### config.mk
export PLATFORM = sky130hd
export DESIGN_NAME = pad_io_ctrl
export DESIGN_NICKNAME = d
export VERILOG_FILES = /design/src/pad_pkg.sv /design/src/stamp_sync.sv /design/src/pad_io_ctrl.sv
export SDC_FILE = /design/constraint.sdc
export NUM_CORES = 1
export LEC_CHECK = 0
export BUFFER_PORTS_ARGS = -buffer_cell sky130_fd_sc_hd__buf_2
export CORE_AREA = 2 2 72 74
export CTS_CLUSTER_SIZE = 30
export DETAILED_ROUTE_END_ITERATION = 12
export DIE_AREA = 0 0 74 76
export PLACE_DENSITY = 0.72
export SKIP_CTS_REPAIR_TIMING = 1
export SLEW_MARGIN = 20
export SYNTH_ARGS = -nofsm -noshare
export SYNTH_HDL_FRONTEND = slang
export SYNTH_SLANG_ARGS = --single-unit
### constraint.sdc
create_clock -name mclk -period 2.3 [get_ports mclk]
set_input_delay 0.115 -clock mclk [delete_from_list [all_inputs] [get_ports mclk]]
set_output_delay 0.115 -clock mclk [all_outputs]
set_load 0.02 [all_outputs]
### src/pad_pkg.sv
// Constants and carriers for the pad configuration block
package pad_pkg;
  localparam logic [7:0] PAD_CONFIG_ADDR  = 8'h27;
  localparam logic [7:0] PAD_CONFIG_RESET = 8'h00;
  localparam int         BIT_CLK_DIS      = 7;
  localparam int         BIT_PULLUP       = 6;
  localparam int         BIT_LEVEL        = 5;
  localparam int         BIT_INTYPE       = 4;
  localparam int         STAMP_MODE_HI    = 3;
  localparam int         STAMP_MODE_LO    = 2;
  localparam int         IRQA_MODE_HI     = 1;
  localparam int         IRQA_MODE_LO     = 0;
  localparam logic [1:0] STAMP_OFF        = 2'h0;
  localparam logic [1:0] STAMP_IRQ_B      = 2'h1;
  localparam logic [1:0] STAMP_CLK        = 2'h2;
  localparam logic [1:0] STAMP_INPUT      = 2'h3;
  localparam logic [1:0] IRQA_CLK         = 2'h0;
  localparam logic [1:0] IRQA_BATT        = 2'h1;
  localparam logic [1:0] IRQA_IRQ         = 2'h2;
  localparam logic [1:0] IRQA_HIZ         = 2'h3;
  // Timing
  localparam longint     CLK_HZ           = 50_000_000;
  localparam longint     SAMPLE_RATE_HZ   = 16;
  localparam longint     SAMPLE_US_X10    = 305;   // Window length in tenths of a microsecond
  localparam longint     SAMPLE_PERIOD_CYC = CLK_HZ / SAMPLE_RATE_HZ;
  // Rounds down so the pull-up never outlasts the window
  localparam longint     SAMPLE_WIN_CYC   = (SAMPLE_US_X10 * CLK_HZ) / 10_000_000 > 0
                                            ? (SAMPLE_US_X10 * CLK_HZ) / 10_000_000 : 1;
  localparam longint     CLK_OUT_BASE_HZ  = 32_768;

  typedef struct packed {
    logic       clock_out_disable;
    logic       stamp_pullup_select;
    logic       stamp_level_sense;
    logic       stamp_input_type;
    logic [1:0] stamp_pin_mode;
    logic [1:0] irq_a_pin_mode;
  } pad_config_t;

  typedef struct packed {
    logic o;
    logic oe;
  } pad_drive_t;
endpackage

### src/stamp_sync.sv
// Three-stage synchroniser with agreement check for the stamp pin
`timescale 1ns/10ps
module stamp_sync (
  input  wire logic mclk,
  input  wire logic rst_n,
  input  wire logic async_in,
  output logic      level
);
  logic [2:0] stage;

  // First stage is read only by the second
  always_ff @(posedge mclk) begin
    if (!rst_n) begin
      stage <= 3'h0;
      level <= 1'b0;
    end else begin
      stage <= {stage[1:0], async_in};
      if (stage[1] == stage[2]) begin
        level <= stage[2];
      end
    end
  end
endmodule

### src/pad_io_ctrl.sv
// Pin input/output mode control for the clock, stamp and first interrupt pins
`timescale 1ns/10ps
// Summary of operation
// - Clock pin disable bit forces pin low.
// - Pull-up select picks 80k or 40k.
// - Level sense chooses rising or falling event.
// - Stamp mode: off, irq B, clock, input.
// - Stamp outputs drive only on main supply.
// - Stamp clock role outputs selected frequency.
// - Input type ignored outside input mode.
// - CMOS input direct, disabled on battery.
// - Switch mode samples at 16 Hz briefly.
// - Active stamp event triggers timestamp capture.
// - Stamp pin may also halt counting.
// - Irq A mode: clock, battery, irq, hi-z.
// - Irq A interrupt role open drain, both supplies.
// - Irq A clock role only on main supply.
// - Battery role pulls low on battery only.
// - Battery role follows switch state only.
// - Stop bit, or active pin when stop source is selected, stops oscillator.
// - Frequency select shared by all three pins.
module pad_io_ctrl #(
  parameter longint SAMPLE_PERIOD = pad_pkg::SAMPLE_PERIOD_CYC,
  parameter int     CNT_W         = 24
) (
  input  wire logic       mclk,
  input  wire logic       rst_n,
  input  wire logic [7:0] reg_addr,
  input  wire logic [7:0] reg_wdata,
  input  wire logic       reg_wr,
  input  wire logic       reg_rd,
  output logic      [7:0] reg_rdata,
  input  wire logic       on_battery,
  input  wire logic       freq_clock,
  input  wire logic       irq_a_level_n,
  input  wire logic       irq_b_level_n,
  input  wire logic       stop_bit,
  input  wire logic       stop_source_select,
  input  wire logic       stamp_pin_in,
  output logic            stamp_pin_o,
  output logic            stamp_pin_oe,
  output logic            stamp_pullup_en,
  output logic            stamp_pullup_strong,
  output logic            stamp_event,
  output logic            osc_stop,
  output logic            clk_pin,
  output logic            irq_a_out_o,
  output logic            irq_a_out_oe
);
  typedef struct packed {
    pad_pkg::pad_config_t cfg;
    logic [7:0]           rdata;
    logic [CNT_W-1:0]     div_cnt;
    logic                 sampling;
    logic                 sample_armed;
    logic                 sw_level;
    logic                 prev_level;
    logic                 prev_valid;
    logic                 stamp_o;
    logic                 stamp_oe;
    logic                 pull_en;
    logic                 pull_strong;
    logic                 event_p;
    logic                 stop;
    logic                 clk_o;
    logic                 irqa_o;
    logic                 irqa_oe;
  } state_t;

  localparam logic [CNT_W-1:0] PERIOD_LAST = CNT_W'(SAMPLE_PERIOD - 1);
  localparam logic [CNT_W-1:0] WIN_LAST    = CNT_W'(pad_pkg::SAMPLE_WIN_CYC - 1);

  state_t st;
  state_t next_st;
  logic   pin_sync;

  stamp_sync u_sync (
    .mclk     (mclk),
    .rst_n    (rst_n),
    .async_in (stamp_pin_in),
    .level    (pin_sync)
  );

  function automatic logic is_active(input logic lvl, input logic sense);
    return sense ? ~lvl : lvl;
  endfunction

  logic       input_mode;
  logic       cmos_live;
  logic       cur_level;
  logic       cur_valid;

  always_comb begin
    next_st = st;
    next_st.event_p = 1'b0;
    // Register port
    if (reg_wr && reg_addr == pad_pkg::PAD_CONFIG_ADDR) begin
      next_st.cfg = pad_pkg::pad_config_t'(reg_wdata);
    end
    if (reg_rd && reg_addr == pad_pkg::PAD_CONFIG_ADDR) begin
      next_st.rdata = st.cfg;
    end else begin
      next_st.rdata = 8'h00;
    end

    input_mode = (st.cfg.stamp_pin_mode == pad_pkg::STAMP_INPUT);
    // Type bit matters only in input mode
    cmos_live  = input_mode && !st.cfg.stamp_input_type && !on_battery;

    // 16 Hz switch sampler, window with pull-up on
    if (st.div_cnt == PERIOD_LAST) begin
      next_st.div_cnt = '0;
    end else begin
      next_st.div_cnt = st.div_cnt + 1'b1;
    end
    next_st.sampling = input_mode && st.cfg.stamp_input_type && (st.div_cnt <= WIN_LAST);
    next_st.sample_armed = 1'b0;
    // Sample at window end so pull-up has settled
    if (st.sampling && !next_st.sampling) begin
      next_st.sw_level = pin_sync;
      next_st.sample_armed = 1'b1;
    end
    next_st.pull_en     = next_st.sampling;
    next_st.pull_strong = st.cfg.stamp_pullup_select;

    if (st.cfg.stamp_input_type) begin
      cur_level = st.sw_level;
      cur_valid = input_mode;
    end else begin
      cur_level = pin_sync;
      cur_valid = cmos_live;
    end

    // Edge detection; loss of validity resets history so no false edge
    if (!cur_valid) begin
      next_st.prev_valid = 1'b0;
    end else if (!st.cfg.stamp_input_type || st.sample_armed) begin
      next_st.prev_level = cur_level;
      next_st.prev_valid = 1'b1;
      if (st.prev_valid && is_active(cur_level, st.cfg.stamp_level_sense)
          && !is_active(st.prev_level, st.cfg.stamp_level_sense)) begin
        next_st.event_p = 1'b1;
      end
    end

    next_st.stop = stop_bit || (stop_source_select && cur_valid
                                && is_active(cur_level, st.cfg.stamp_level_sense));

    next_st.clk_o = st.cfg.clock_out_disable ? 1'b0 : freq_clock;

    // Stamp pin outputs
    next_st.stamp_oe = 1'b0;
    next_st.stamp_o  = 1'b0;
    case (st.cfg.stamp_pin_mode)
      pad_pkg::STAMP_IRQ_B: begin
        next_st.stamp_oe = !on_battery;
        next_st.stamp_o  = irq_b_level_n;
      end
      pad_pkg::STAMP_CLK: begin
        next_st.stamp_oe = !on_battery;
        next_st.stamp_o  = freq_clock;
      end
      default: begin
        next_st.stamp_oe = 1'b0;
      end
    endcase

    // First interrupt pin, open drain: drive only low
    next_st.irqa_o = 1'b0;
    case (st.cfg.irq_a_pin_mode)
      pad_pkg::IRQA_CLK:  next_st.irqa_oe = !on_battery && !freq_clock;
      pad_pkg::IRQA_BATT: next_st.irqa_oe = on_battery;
      pad_pkg::IRQA_IRQ:  next_st.irqa_oe = !irq_a_level_n;
      default:            next_st.irqa_oe = 1'b0;
    endcase
  end

  always_ff @(posedge mclk) begin
    if (!rst_n) begin
      st     <= '0;
      st.cfg <= pad_pkg::pad_config_t'(pad_pkg::PAD_CONFIG_RESET);
    end else begin
      st <= next_st;
    end
  end

  assign reg_rdata           = st.rdata;
  assign stamp_pin_o         = st.stamp_o;
  assign stamp_pin_oe        = st.stamp_oe;
  assign stamp_pullup_en     = st.pull_en;
  assign stamp_pullup_strong = st.pull_strong;
  assign stamp_event         = st.event_p;
  assign osc_stop            = st.stop;
  assign clk_pin             = st.clk_o;
  assign irq_a_out_o         = st.irqa_o;
  assign irq_a_out_oe        = st.irqa_oe;
endmodule

==> flow_summary.json, run 1 <==
{
  "synth_edf_count": 0,
  "violations": "hold timing",
  "max_cap_viol_count": 0,
  "grt_setup_unrepaired": "false",
  "numPortBuffers": 42,
  "holdWs_ps": -5.18,
  "p_seq_frac": 0.617,
  "internal_power_mw": 1.23,
  "num_vias": 1893,
  "layout.cells.non_filler": 367,
  "drc": 0,
  "root_buffer": "clkbuf_8",
  "vias_per_cell": 5.16,
  "p_leak_nw": 1.10,
  "worstHoldStart": "stamp_pin_in",
  "switching_share": 0.231,
  "post-route-period-util": 0.884,
  "layout-drive-gt1-share": 0.189,
  "fin_tns_setup_ps": 0,
  "clkPwrFrac": 0.341,
  "synth_top_area_frac": 0.473,
  "routabilityCongestion": 0.814,
  "crit_arrival_ps": 2280,
  "ys_seq_area_frac": 0.473,
  "n_fill_cell": 454,
  "pwr-share-comb": 0.043,
  "dp_hpwl_mm": 3.32,
  "first_global_vias": 1729,
  "timing.critical_path.buf_inv": 0,
  "fp.dieArea_um2": 5620,
  "worstSetupStartpointType": "flip-flop",
  "synth_area_leaders": "dfxtp_1, nor2_1, xnor2_1",
  "ios": 44,
  "clkTransAtPathRegs_ps": 100,
  "cp-end-kind": "flip-flop",
  "ys_warn_count": 0,
  "path_class": "flip-flop to flip-flop",
  "die_w_um": 74,
  "cts_tree": "done",
  "final_nets": 328,
  "worst_slew_pin_slew_ps": 635,
  "grt_pass1_wl_mm": 7.71,
  "crit_fanout": 8,
  "startpoint": "st[14]",
  "synth_cell_type_count": 40,
  "dp.cells": 359,
  "required_ps": 2550,
  "start_util": 0.483,
  "ant_nets": 0,
  "drt-pass1-iter-count": 4,
  "numCtsBuffers": 5,
  "synth-seq-cells": 56,
  "slowest_stage": "or4_1",
  "synth_ff_type": "dfxtp_1",
  "skew_ps": 8.64,
  "rows": 26,
  "rr_startpoint": "st[14]",
  "synth_cells": 259,
  "wl_per_cell_um": 12.4,
  "status": "finished, violations left",
  "relSlewSlack": 0.566,
  "p_sw_mw": 0.369,
  "cts.path.max_buffers": 2,
  "syn_to_final_growth_pct": 13.9,
  "max_freq_mhz": 492,
  "cpLargestDelayFamily": "simple AND/OR/NAND/NOR gates",
  "grt_max_degree": 19,
  "period_minus_slack_ps": 2030,
  "die-height_um": 76,
  "finalSetupViolCount": 0,
  "synth.most_common_cell": "dfxtp_1",
  "critical-path-max-stage-delay_ps": 620,
  "peakVddDrop_v": 0.000249,
  "cts_htree_levels": 2,
  "crit_chain": "ha_1 > nand3_2 > or4_1 > or4_1 > a21oi_1",
  "syn_area_per_cell_um2": 9.15,
  "antenna_cells": 0,
  "cts.sinks": 56,
  "syn-num-nets": 291,
  "syn_area_um2": 2370,
  "crit_path_frequent_cell": "or4_1",
  "yosysTopAreaCell": "dfxtp_1",
  "antenna_found_initial": 0,
  "grt-ovfl-total": 0,
  "track_usage": 0.174,
  "drtIter0Drc": 107,
  "async_reset_ff_frac": 0,
  "core_area_um2": 4910,
  "wl_mm": 4.54,
  "maxSlewViolCount": 0,
  "p_per_area_nw_per_um2": 592,
  "ys_top_cells_by_count": "dfxtp_1, nor2_1, nand2_1, xnor2_1",
  "hold_viol": 1,
  "clkLatencyLatePin_ps": 310,
  "hold_path_class": "input port to flip-flop"
}
==> cell type report <==
class / instances / area (um2) / area share
multi-input combinational: 176 / 1120 / 0.416
sequential: 56 / 1120 / 0.415
tap: 70 / 87.6 / 0.0324
clock inverter: 3 / 22.5 / 0.00834
inverter: 12 / 45.0 / 0.0167
timing repair buffer: 45 / 233 / 0.0862
clock buffer: 5 / 68.8 / 0.0255
==> state kept, by name, summed over array words and instances, names as in the netlist <==
signal,flops
st,35
stamp_event,1
u_sync.stage,3
clk_pin,1
u_sync.level,1
irq_a_out_oe,1
osc_stop,1
stamp_pin_oe,1
stamp_pin_o,1
stamp_pullup_strong,1
next_st,1
stamp_pullup_en,1
reg_rdata,8
==> layer usage <==
layer,vias to the layer above,wire (um),GRT usage
li1,969,-,-
met1,873,2100,0.228
met2,45,2150,0.272
met3,6,232,0.0384
met4,0,45,0.0727
met5,-,0,0
==> worst register-to-register path, stage by stage (launching register included) <==
cell and delay, ps:
dfxtp_1 410, ha_1 250, nand3_2 100, or4_1 620, or4_1 440, a21oi_1 150
==> through the flow <==
step / power [mW] / cell area, um2 / hold WS [ps] / worst slack, ps / util
5_1_grt: 1.66 / 2700 / 6.23 / 99.1 / 0.550
3_5_place_dp: 1.08 / 2610 / 332 / 300 / 0.531
4_1_cts: 1.61 / 2700 / -6.14 / 278 / 0.550
6_report: 1.60 / 2700 / -5.18 / 268 / 0.550
3_3_place_gp: 1.07 / 2610 / 323 / 374 / 0.531
2_1_floorplan: 1.04 / 2370 / 187 / 341 / -
==> cells in the final DEF (no fill, tap or decap), types with 2 or more instances in the layout <==
| cell | instances |
|---|---|
| dfxtp_1 | 56 |
| buf_2 | 42 |
| nor2_1 | 34 |
| nand2_1 | 14 |
| xnor2_1 | 14 |
| and2_1 | 13 |
| a21oi_1 | 13 |
| inv_1 | 12 |
| mux2i_1 | 10 |
| nand4_1 | 8 |
| or3_1 | 8 |
| nand3_1 | 7 |
| nor4_1 | 7 |
| o21ai_0 | 7 |
| ha_1 | 5 |
| clkbuf_8 | 5 |
| or4_1 | 4 |
| and3_1 | 3 |
| and4_1 | 3 |
| nand2b_1 | 3 |
| o31ai_1 | 3 |
| buf_4 | 3 |
| nor3_1 | 2 |
| nor4b_1 | 2 |
==> power groups by stage <==
stage	combinational [mW]	clock, mW	sequential [mW]
after CTS	0.0690	0.551	0.986
final	0.0681	0.545	0.985
after global routing	0.0775	0.597	0.988
after global placement	0.0676	0	1.01
after floorplan	0.0301	0	1.01
after detailed placement	0.0686	0	1.01
==> path summary, 6_finish.rpt <==
path | slack (ps) | cells past startpoint | end
max | 270 | 5 | st[36]
min | -5 | 2 | u_sync.stage[0]
max reg2reg | 270 | 5 | st[36]
min reg2reg | 450 | 1 | clk_pin
==> kinds of logic after synthesis <==
logic type	synth area share
compound gates	0.0865
fa+ha+maj	0.0264
other cells	0.00158
mux	0.0422
flops	0.473
xor+xnor	0.0517
buf+inv	0.0580
simple gates	0.261
(Power assumes the default switching activity.)
==> run 2: changes to the inputs <==
Settings changed: ABC_AREA from default to 1, CORE_AREA 2 2 72 74 to 2 2 76 78, DIE_AREA 0 0 74 76 to 0 0 78 80, PLACE_DENSITY 0.72 to 0.7.
==> run 2 against run 1 <==
  * The flow still finishes with violations (hold timing)
  * Core utilization shrank 1.0 points
  * Maximum frequency increased by 19%
  * Clock skew fell by 1.5 ps
  * First-iteration DRC count down 38%
  * Register-to-register slack better by 330 ps
  * Wire length rose by 8.7%
  * Combinational power increased by 12%
  * Via count rose by 17%
  * Largest cell class unchanged
==> flow_summary.json, run 2 <==
{
  "status": "finished, violations left",
  "violations": "hold timing",
  "wl_mm": 4.93,
  "vias_per_cell": 4.77,
  "ff2ff_setup_slack_ps": 600,
  "die_w_um": 78,
  "ant_nets": 0,
  "cts.sinks": 56,
  "worstSetupStartpointType": "flip-flop",
  "crit_arrival_ps": 1910,
  "first_global_vias": 1995,
  "clkTransAtPathRegs_ps": 110,
  "ys_warn_count": 0,
  "utilization": 0.540,
  "start_util": 0.480,
  "routabilityCongestion": 0.773,
  "cts_tree": "done",
  "cp-end-kind": "flip-flop",
  "dp.cells": 455,
  "skew_ps": 7.13,
  "reg2regPathDepth": 9,
  "synth.most_common_cell": "nand2_1",
  "internal_power_mw": 1.23,
  "async_reset_ff_frac": 0,
  "antenna_cells": 0,
  "placed_area_um2": 2810,
  "post-route-period-util": 0.740,
  "switching_share": 0.240,
  "grt-ovfl-total": 0,
  "clkPwrFrac": 0.347,
  "track_usage": 0.168,
  "top_register": "st",
  "pwr-share-comb": 0.047,
  "core_area_um2": 5410,
  "p_per_area_nw_per_um2": 557,
  "synth-seq-cells": 56,
  "endpoint": "st[36]",
  "hold_path_class": "input port to flip-flop",
  "synth_area_leaders": "dfxtp_1, nand2_1, nor2_1",
  "rows": 27,
  "syn_area_per_cell_um2": 7.37,
  "antenna_found_initial": 0,
  "required_ps": 2510,
  "finalSetupViolCount": 0,
  "final_nets": 423,
  "cts_htree_levels": 2,
  "crit_fanout": 4,
  "syn_area_um2": 2590,
  "r2r_end": "st[36]",
  "synth_cell_type_count": 29,
  "dp_hpwl_mm": 3.72,
  "rr_startpoint": "st[14]",
  "peakVddDrop_v": 0.000300,
  "grt_pass1_wl_mm": 8.35,
  "fp.dieArea_um2": 6240,
  "ios": 44,
  "maxSlewViolCount": 0,
  "period_minus_slack_ps": 1700,
  "max_freq_mhz": 587,
  "cts.path.max_buffers": 2,
  "layout-drive-gt1-share": 0.202,
  "ys_top_cells_by_count": "nand2_1, nor2_1, dfxtp_1",
  "drtIter0Drc": 66,
  "holdWs_ps": -7.27,
  "clkLatencyLatePin_ps": 320,
  "finalInstanceArea_um2": 2920,
  "mostFrequentLayoutCells": "nand2_1, nor2_1, dfxtp_1, inv_1, buf_2",
  "syn-num-nets": 384,
  "largest_reg_flops": 35,
  "synth_cells": 352,
  "wl_per_cell_um": 10.6,
  "layout.cells.non_filler": 464,
  "grt_max_degree": 23,
  "numCtsBuffers": 5,
  "synth_ff_type": "dfxtp_1",
  "p_seq_frac": 0.606,
  "grt_setup_unrepaired": "false",
  "ys_seq_area_frac": 0.432,
  "numPortBuffers": 42,
  "final_common_cell": "nand2_1",
  "p_sw_mw": 0.390,
  "drc": 0,
  "root_buffer": "clkbuf_8",
  "p_leak_nw": 1.22,
  "fin_tns_setup_ps": 0,
  "path_class": "flip-flop to flip-flop",
  "drt-pass1-iter-count": 4,
  "syn_to_final_growth_pct": 12.5,
  "synth_edf_count": 0,
  "startpoint": "st[14]",
  "max_cap_viol_count": 0,
  "num_vias": 2213,
  "yosysTopAreaCell": "dfxtp_1",
  "hold_viol": 1,
  "synth_top_area_frac": 0.432,
  "die-height_um": 80
}
## run 2: how the worst min path moves through the flow
stage / start / endpoint / slack (ps) / cells after the start
2_1_floorplan: on_battery / stamp_pin_oe / 190 / 1
6_report: stop_bit / osc_stop / -7 / 3
3_5_place_dp: stamp_pin_in / u_sync.stage[0] / 300 / 3
4_1_cts: stamp_pin_in / u_sync.stage[0] / -30 / 3
5_1_grt: stop_bit / osc_stop / 5 / 3
3_3_place_gp: stamp_pin_in / u_sync.stage[0] / 300 / 3
## run 2: cell type report
| type | instances | area [um2] |
|---|---|---|
| inverters | 53 | 199 |
| multi-input cells | 230 | 1170 |
| well taps | 72 | 90.1 |
| flip-flops and latches | 56 | 1120 |
| clock buffers | 5 | 68.8 |
| repair buffers | 45 | 235 |
| fillers | 544 | 2490 |
| clock inverters | 3 | 27.5 |
## run 2: worst max-delay path: stages (launching register included)
cell and delay, ps:
dfxtp_1 390, ha_1 210, nand2_1 90, nor2_2 140, nand2_1 130, nor2_2 190, nand2_2 100, nor3_2 130
xor2_1 160, nor2_1 50
## run 2: logic make-up (layout without fill, tap and decap cells)
logic type,after synthesis,count (layout),share of synthesized area
DFF,56,56,0.432
adders and majority gates,5,5,0.0241
other,1,1,0.00145
xor gates and xnor gates,8,8,0.0270
AOI/OAI and AO/OA,44,44,0.103
buffers and inverters,66,106,0.114
and+or+nand+nor,172,172,0.298
## run 2: metal layers
layer  vias to the layer above  global-route usage  routed length [um]  share of wire
li1                       1176                   -                   -              -
met1                       981               0.199                2320           0.47
met2                        48               0.293                2280           0.46
met3                         8              0.0407                 263          0.053
met4                         0              0.0667                  71          0.014
met5                         -                   0                   0              0
## run 2: through the flow
| stage | setup WS [ps] | power, mW |
|---|---|---|
| CTS | 598 | 1.65 |
| global route | 379 | 1.69 |
| global placement | 670 | 1.08 |
| finish | 597 | 1.63 |
| floorplan | 815 | 1.05 |
| detailed placement | 612 | 1.08 |
## run 2: power by group through the flow
stage / Sequential [mW] / Clock (mW) / Combinational [mW]
detailed placement: 1.01 / 0 / 0.0749
global route: 0.985 / 0.616 / 0.0859
CTS: 0.984 / 0.586 / 0.0755
floorplan: 1.01 / 0 / 0.0396
global placement: 1.01 / 0 / 0.0751
finish: 0.984 / 0.564 / 0.0765
==> run 3: changes to the inputs <==
Settings changed: PLACE_DENSITY 0.7 to 0.73.
Clock period 2.3 ns to 1.5 ns, I/O delays scaled along.
==> run 3 against run 2 <==
  * The flow finishes with violations (setup timing)
  * Wire length increased by 15%
  * Clock power increased by 55%
  * Non-clock buffer count increased by 26
  * Core utilization increased by 7.2 points
  * Setup slack got worse by 620 ps
  * Via count increased by 5.8%
==> flow_summary.json, run 3 (synthesis gave the netlist of run 2 again) <==
{
  "status": "finished, violations left",
  "violations": "setup timing",
  "final_nets": 449,
  "layout.cells.non_filler": 490,
  "rows": 27,
  "finalSetupViolCount": 6,
  "drc": 0,
  "dp_hpwl_mm": 4.05,
  "num_vias": 2341,
  "syn_to_final_growth_pct": 27.6,
  "critical-path-max-stage-delay_ps": 370,
  "maxSlewViolCount": 0,
  "p_per_area_nw_per_um2": 763,
  "crit_fanout": 5,
  "r2r_end": "st[31]",
  "path_class": "flip-flop to flip-flop",
  "endpoint": "st[31]",
  "rr_startpoint": "st[18]",
  "crit_chain": "nor4_4 > nand4_1 > o21ai_4 > clkbuf_16 > a21oi_2",
  "grt_setup_unrepaired": "true",
  "crit_arrival_ps": 1730,
  "max_freq_mhz": 658,
  "grt-ovfl-total": 0,
  "p_leak_nw": 1.45,
  "largest_reg_flops": 35,
  "cts_tree": "done",
  "skew_ps": 11.4,
  "hold_viol": 0,
  "cpLargestDelayFamily": "simple AND/OR/NAND/NOR gates",
  "fin_ws_ps": -19.0,
  "numCtsBuffers": 5,
  "worstSetupStartpointType": "flip-flop",
  "regArea_um2": 1160,
  "post-route-period-util": 1.01,
  "n_fill_cell": 469,
  "startpoint": "st[18]",
  "fin_tns_setup_ps": -82.8,
  "numPortBuffers": 42,
  "dp.cells": 469,
  "slowest_stage": "dfxtp_2",
  "layout-drive-gt1-share": 0.328,
  "drtIter0Drc": 92,
  "max_cap_viol_count": 0,
  "cp-end-kind": "flip-flop",
  "cts.sinks": 56,
  "track_usage": 0.181,
  "placed_area_um2": 2930,
  "start_util": 0.480,
  "top_register": "st",
  "cts_htree_levels": 2,
  "antenna_cells": 0,
  "reg2regPathDepth": 5,
  "final_common_cell": "nand2_1",
  "path_depth": 5,
  "clkLatencyLatePin_ps": 320,
  "drt-pass1-iter-count": 4,
  "timing.critical_path.buf_inv": 1,
  "first_global_vias": 2113,
  "ios": 44,
  "grt_pass1_wl_mm": 9.07,
  "clkTransAtPathRegs_ps": 110,
  "core_area_um2": 5410,
  "root_buffer": "clkbuf_8",
  "ff2ff_setup_slack_ps": -20,
  "vias_per_cell": 4.78,
  "multi_input_area_um2": 1280,
  "die_w_um": 78,
  "wl_per_cell_um": 11.6,
  "mostFrequentLayoutCells": "nand2_1, nor2_1, inv_1, buf_2, dfxtp_1",
  "wl_mm": 5.69,
  "antenna_found_initial": 0,
  "ant_nets": 0,
  "routabilityCongestion": 0.873,
  "period_minus_slack_ps": 1520,
  "hold_path_class": "input port to flip-flop",
  "grt_max_degree": 20,
  "die-height_um": 80,
  "finalInstanceArea_um2": 3310,
  "cts.path.max_buffers": 2,
  "peakVddDrop_v": 0.000408,
  "required_ps": 1710,
  "utilization": 0.612,
  "fp.dieArea_um2": 6240
}
==> run 3: report_power, final <==
part	total, mW	switching (mW)	leakage (nW)	internal [mW]
sequential	1.50	0.0103	0.463	1.49
clock	0.873	0.529	0.0463	0.344
combinational	0.153	0.0778	0.943	0.0750
total	2.52	0.617	1.45	1.91
==> run 3: stage by stage <==
step / power (mW) / worst slack (ps) / hold WS [ps]
final: 2.52 / -19.0 / 5.36
after global placement: 1.67 / 9.68 / 256
after global routing: 2.64 / -114 / 5.73
after CTS: 2.54 / -81.6 / -66.8
after floorplan: 1.61 / 15.0 / 152
after detailed placement: 1.67 / -62.6 / 265
==> run 3: tightest hold or removal path: cells and delay by family <==
| family | cells | cell delay (ps) |
|---|---|---|
| buffers and inverters | 1 | 90 |
| AO/OA/AOI/OAI | 2 | 120 |
==> run 3: worst min path at each step <==
| stage | from | to | slack (ps) | cells past startpoint |
|---|---|---|---|---|
| finish | stop_source_select | osc_stop | 5 | 3 |
| global route | irq_b_level_n | stamp_pin_o | 6 | 3 |
| CTS | stamp_pin_in | u_sync.stage[0] | -70 | 3 |
| detailed placement | stamp_pin_in | u_sync.stage[0] | 260 | 3 |
| global placement | stamp_pin_in | u_sync.stage[0] | 260 | 3 |
| floorplan | on_battery | stamp_pin_oe | 150 | 1 |
==> run 3: area by class of cell <==
cell class	count	share of cell area
Clock inverter	3	0.00832
Timing Repair Buffer	71	0.144
Sequential cell	56	0.351
Tap cell	72	0.0272
Clock buffer	5	0.0208
Inverter	53	0.0601
Multi-Input combinational cell	230	0.388
==> run 3: routing by layer <==
layer	track usage	part of all wire	vias up
met3	0.0407	0.053	7
met4	0.0509	0.010	0
met1	0.235	0.46	1049
li1	-	-	1232
met2	0.303	0.47	53
met5	0	0	-
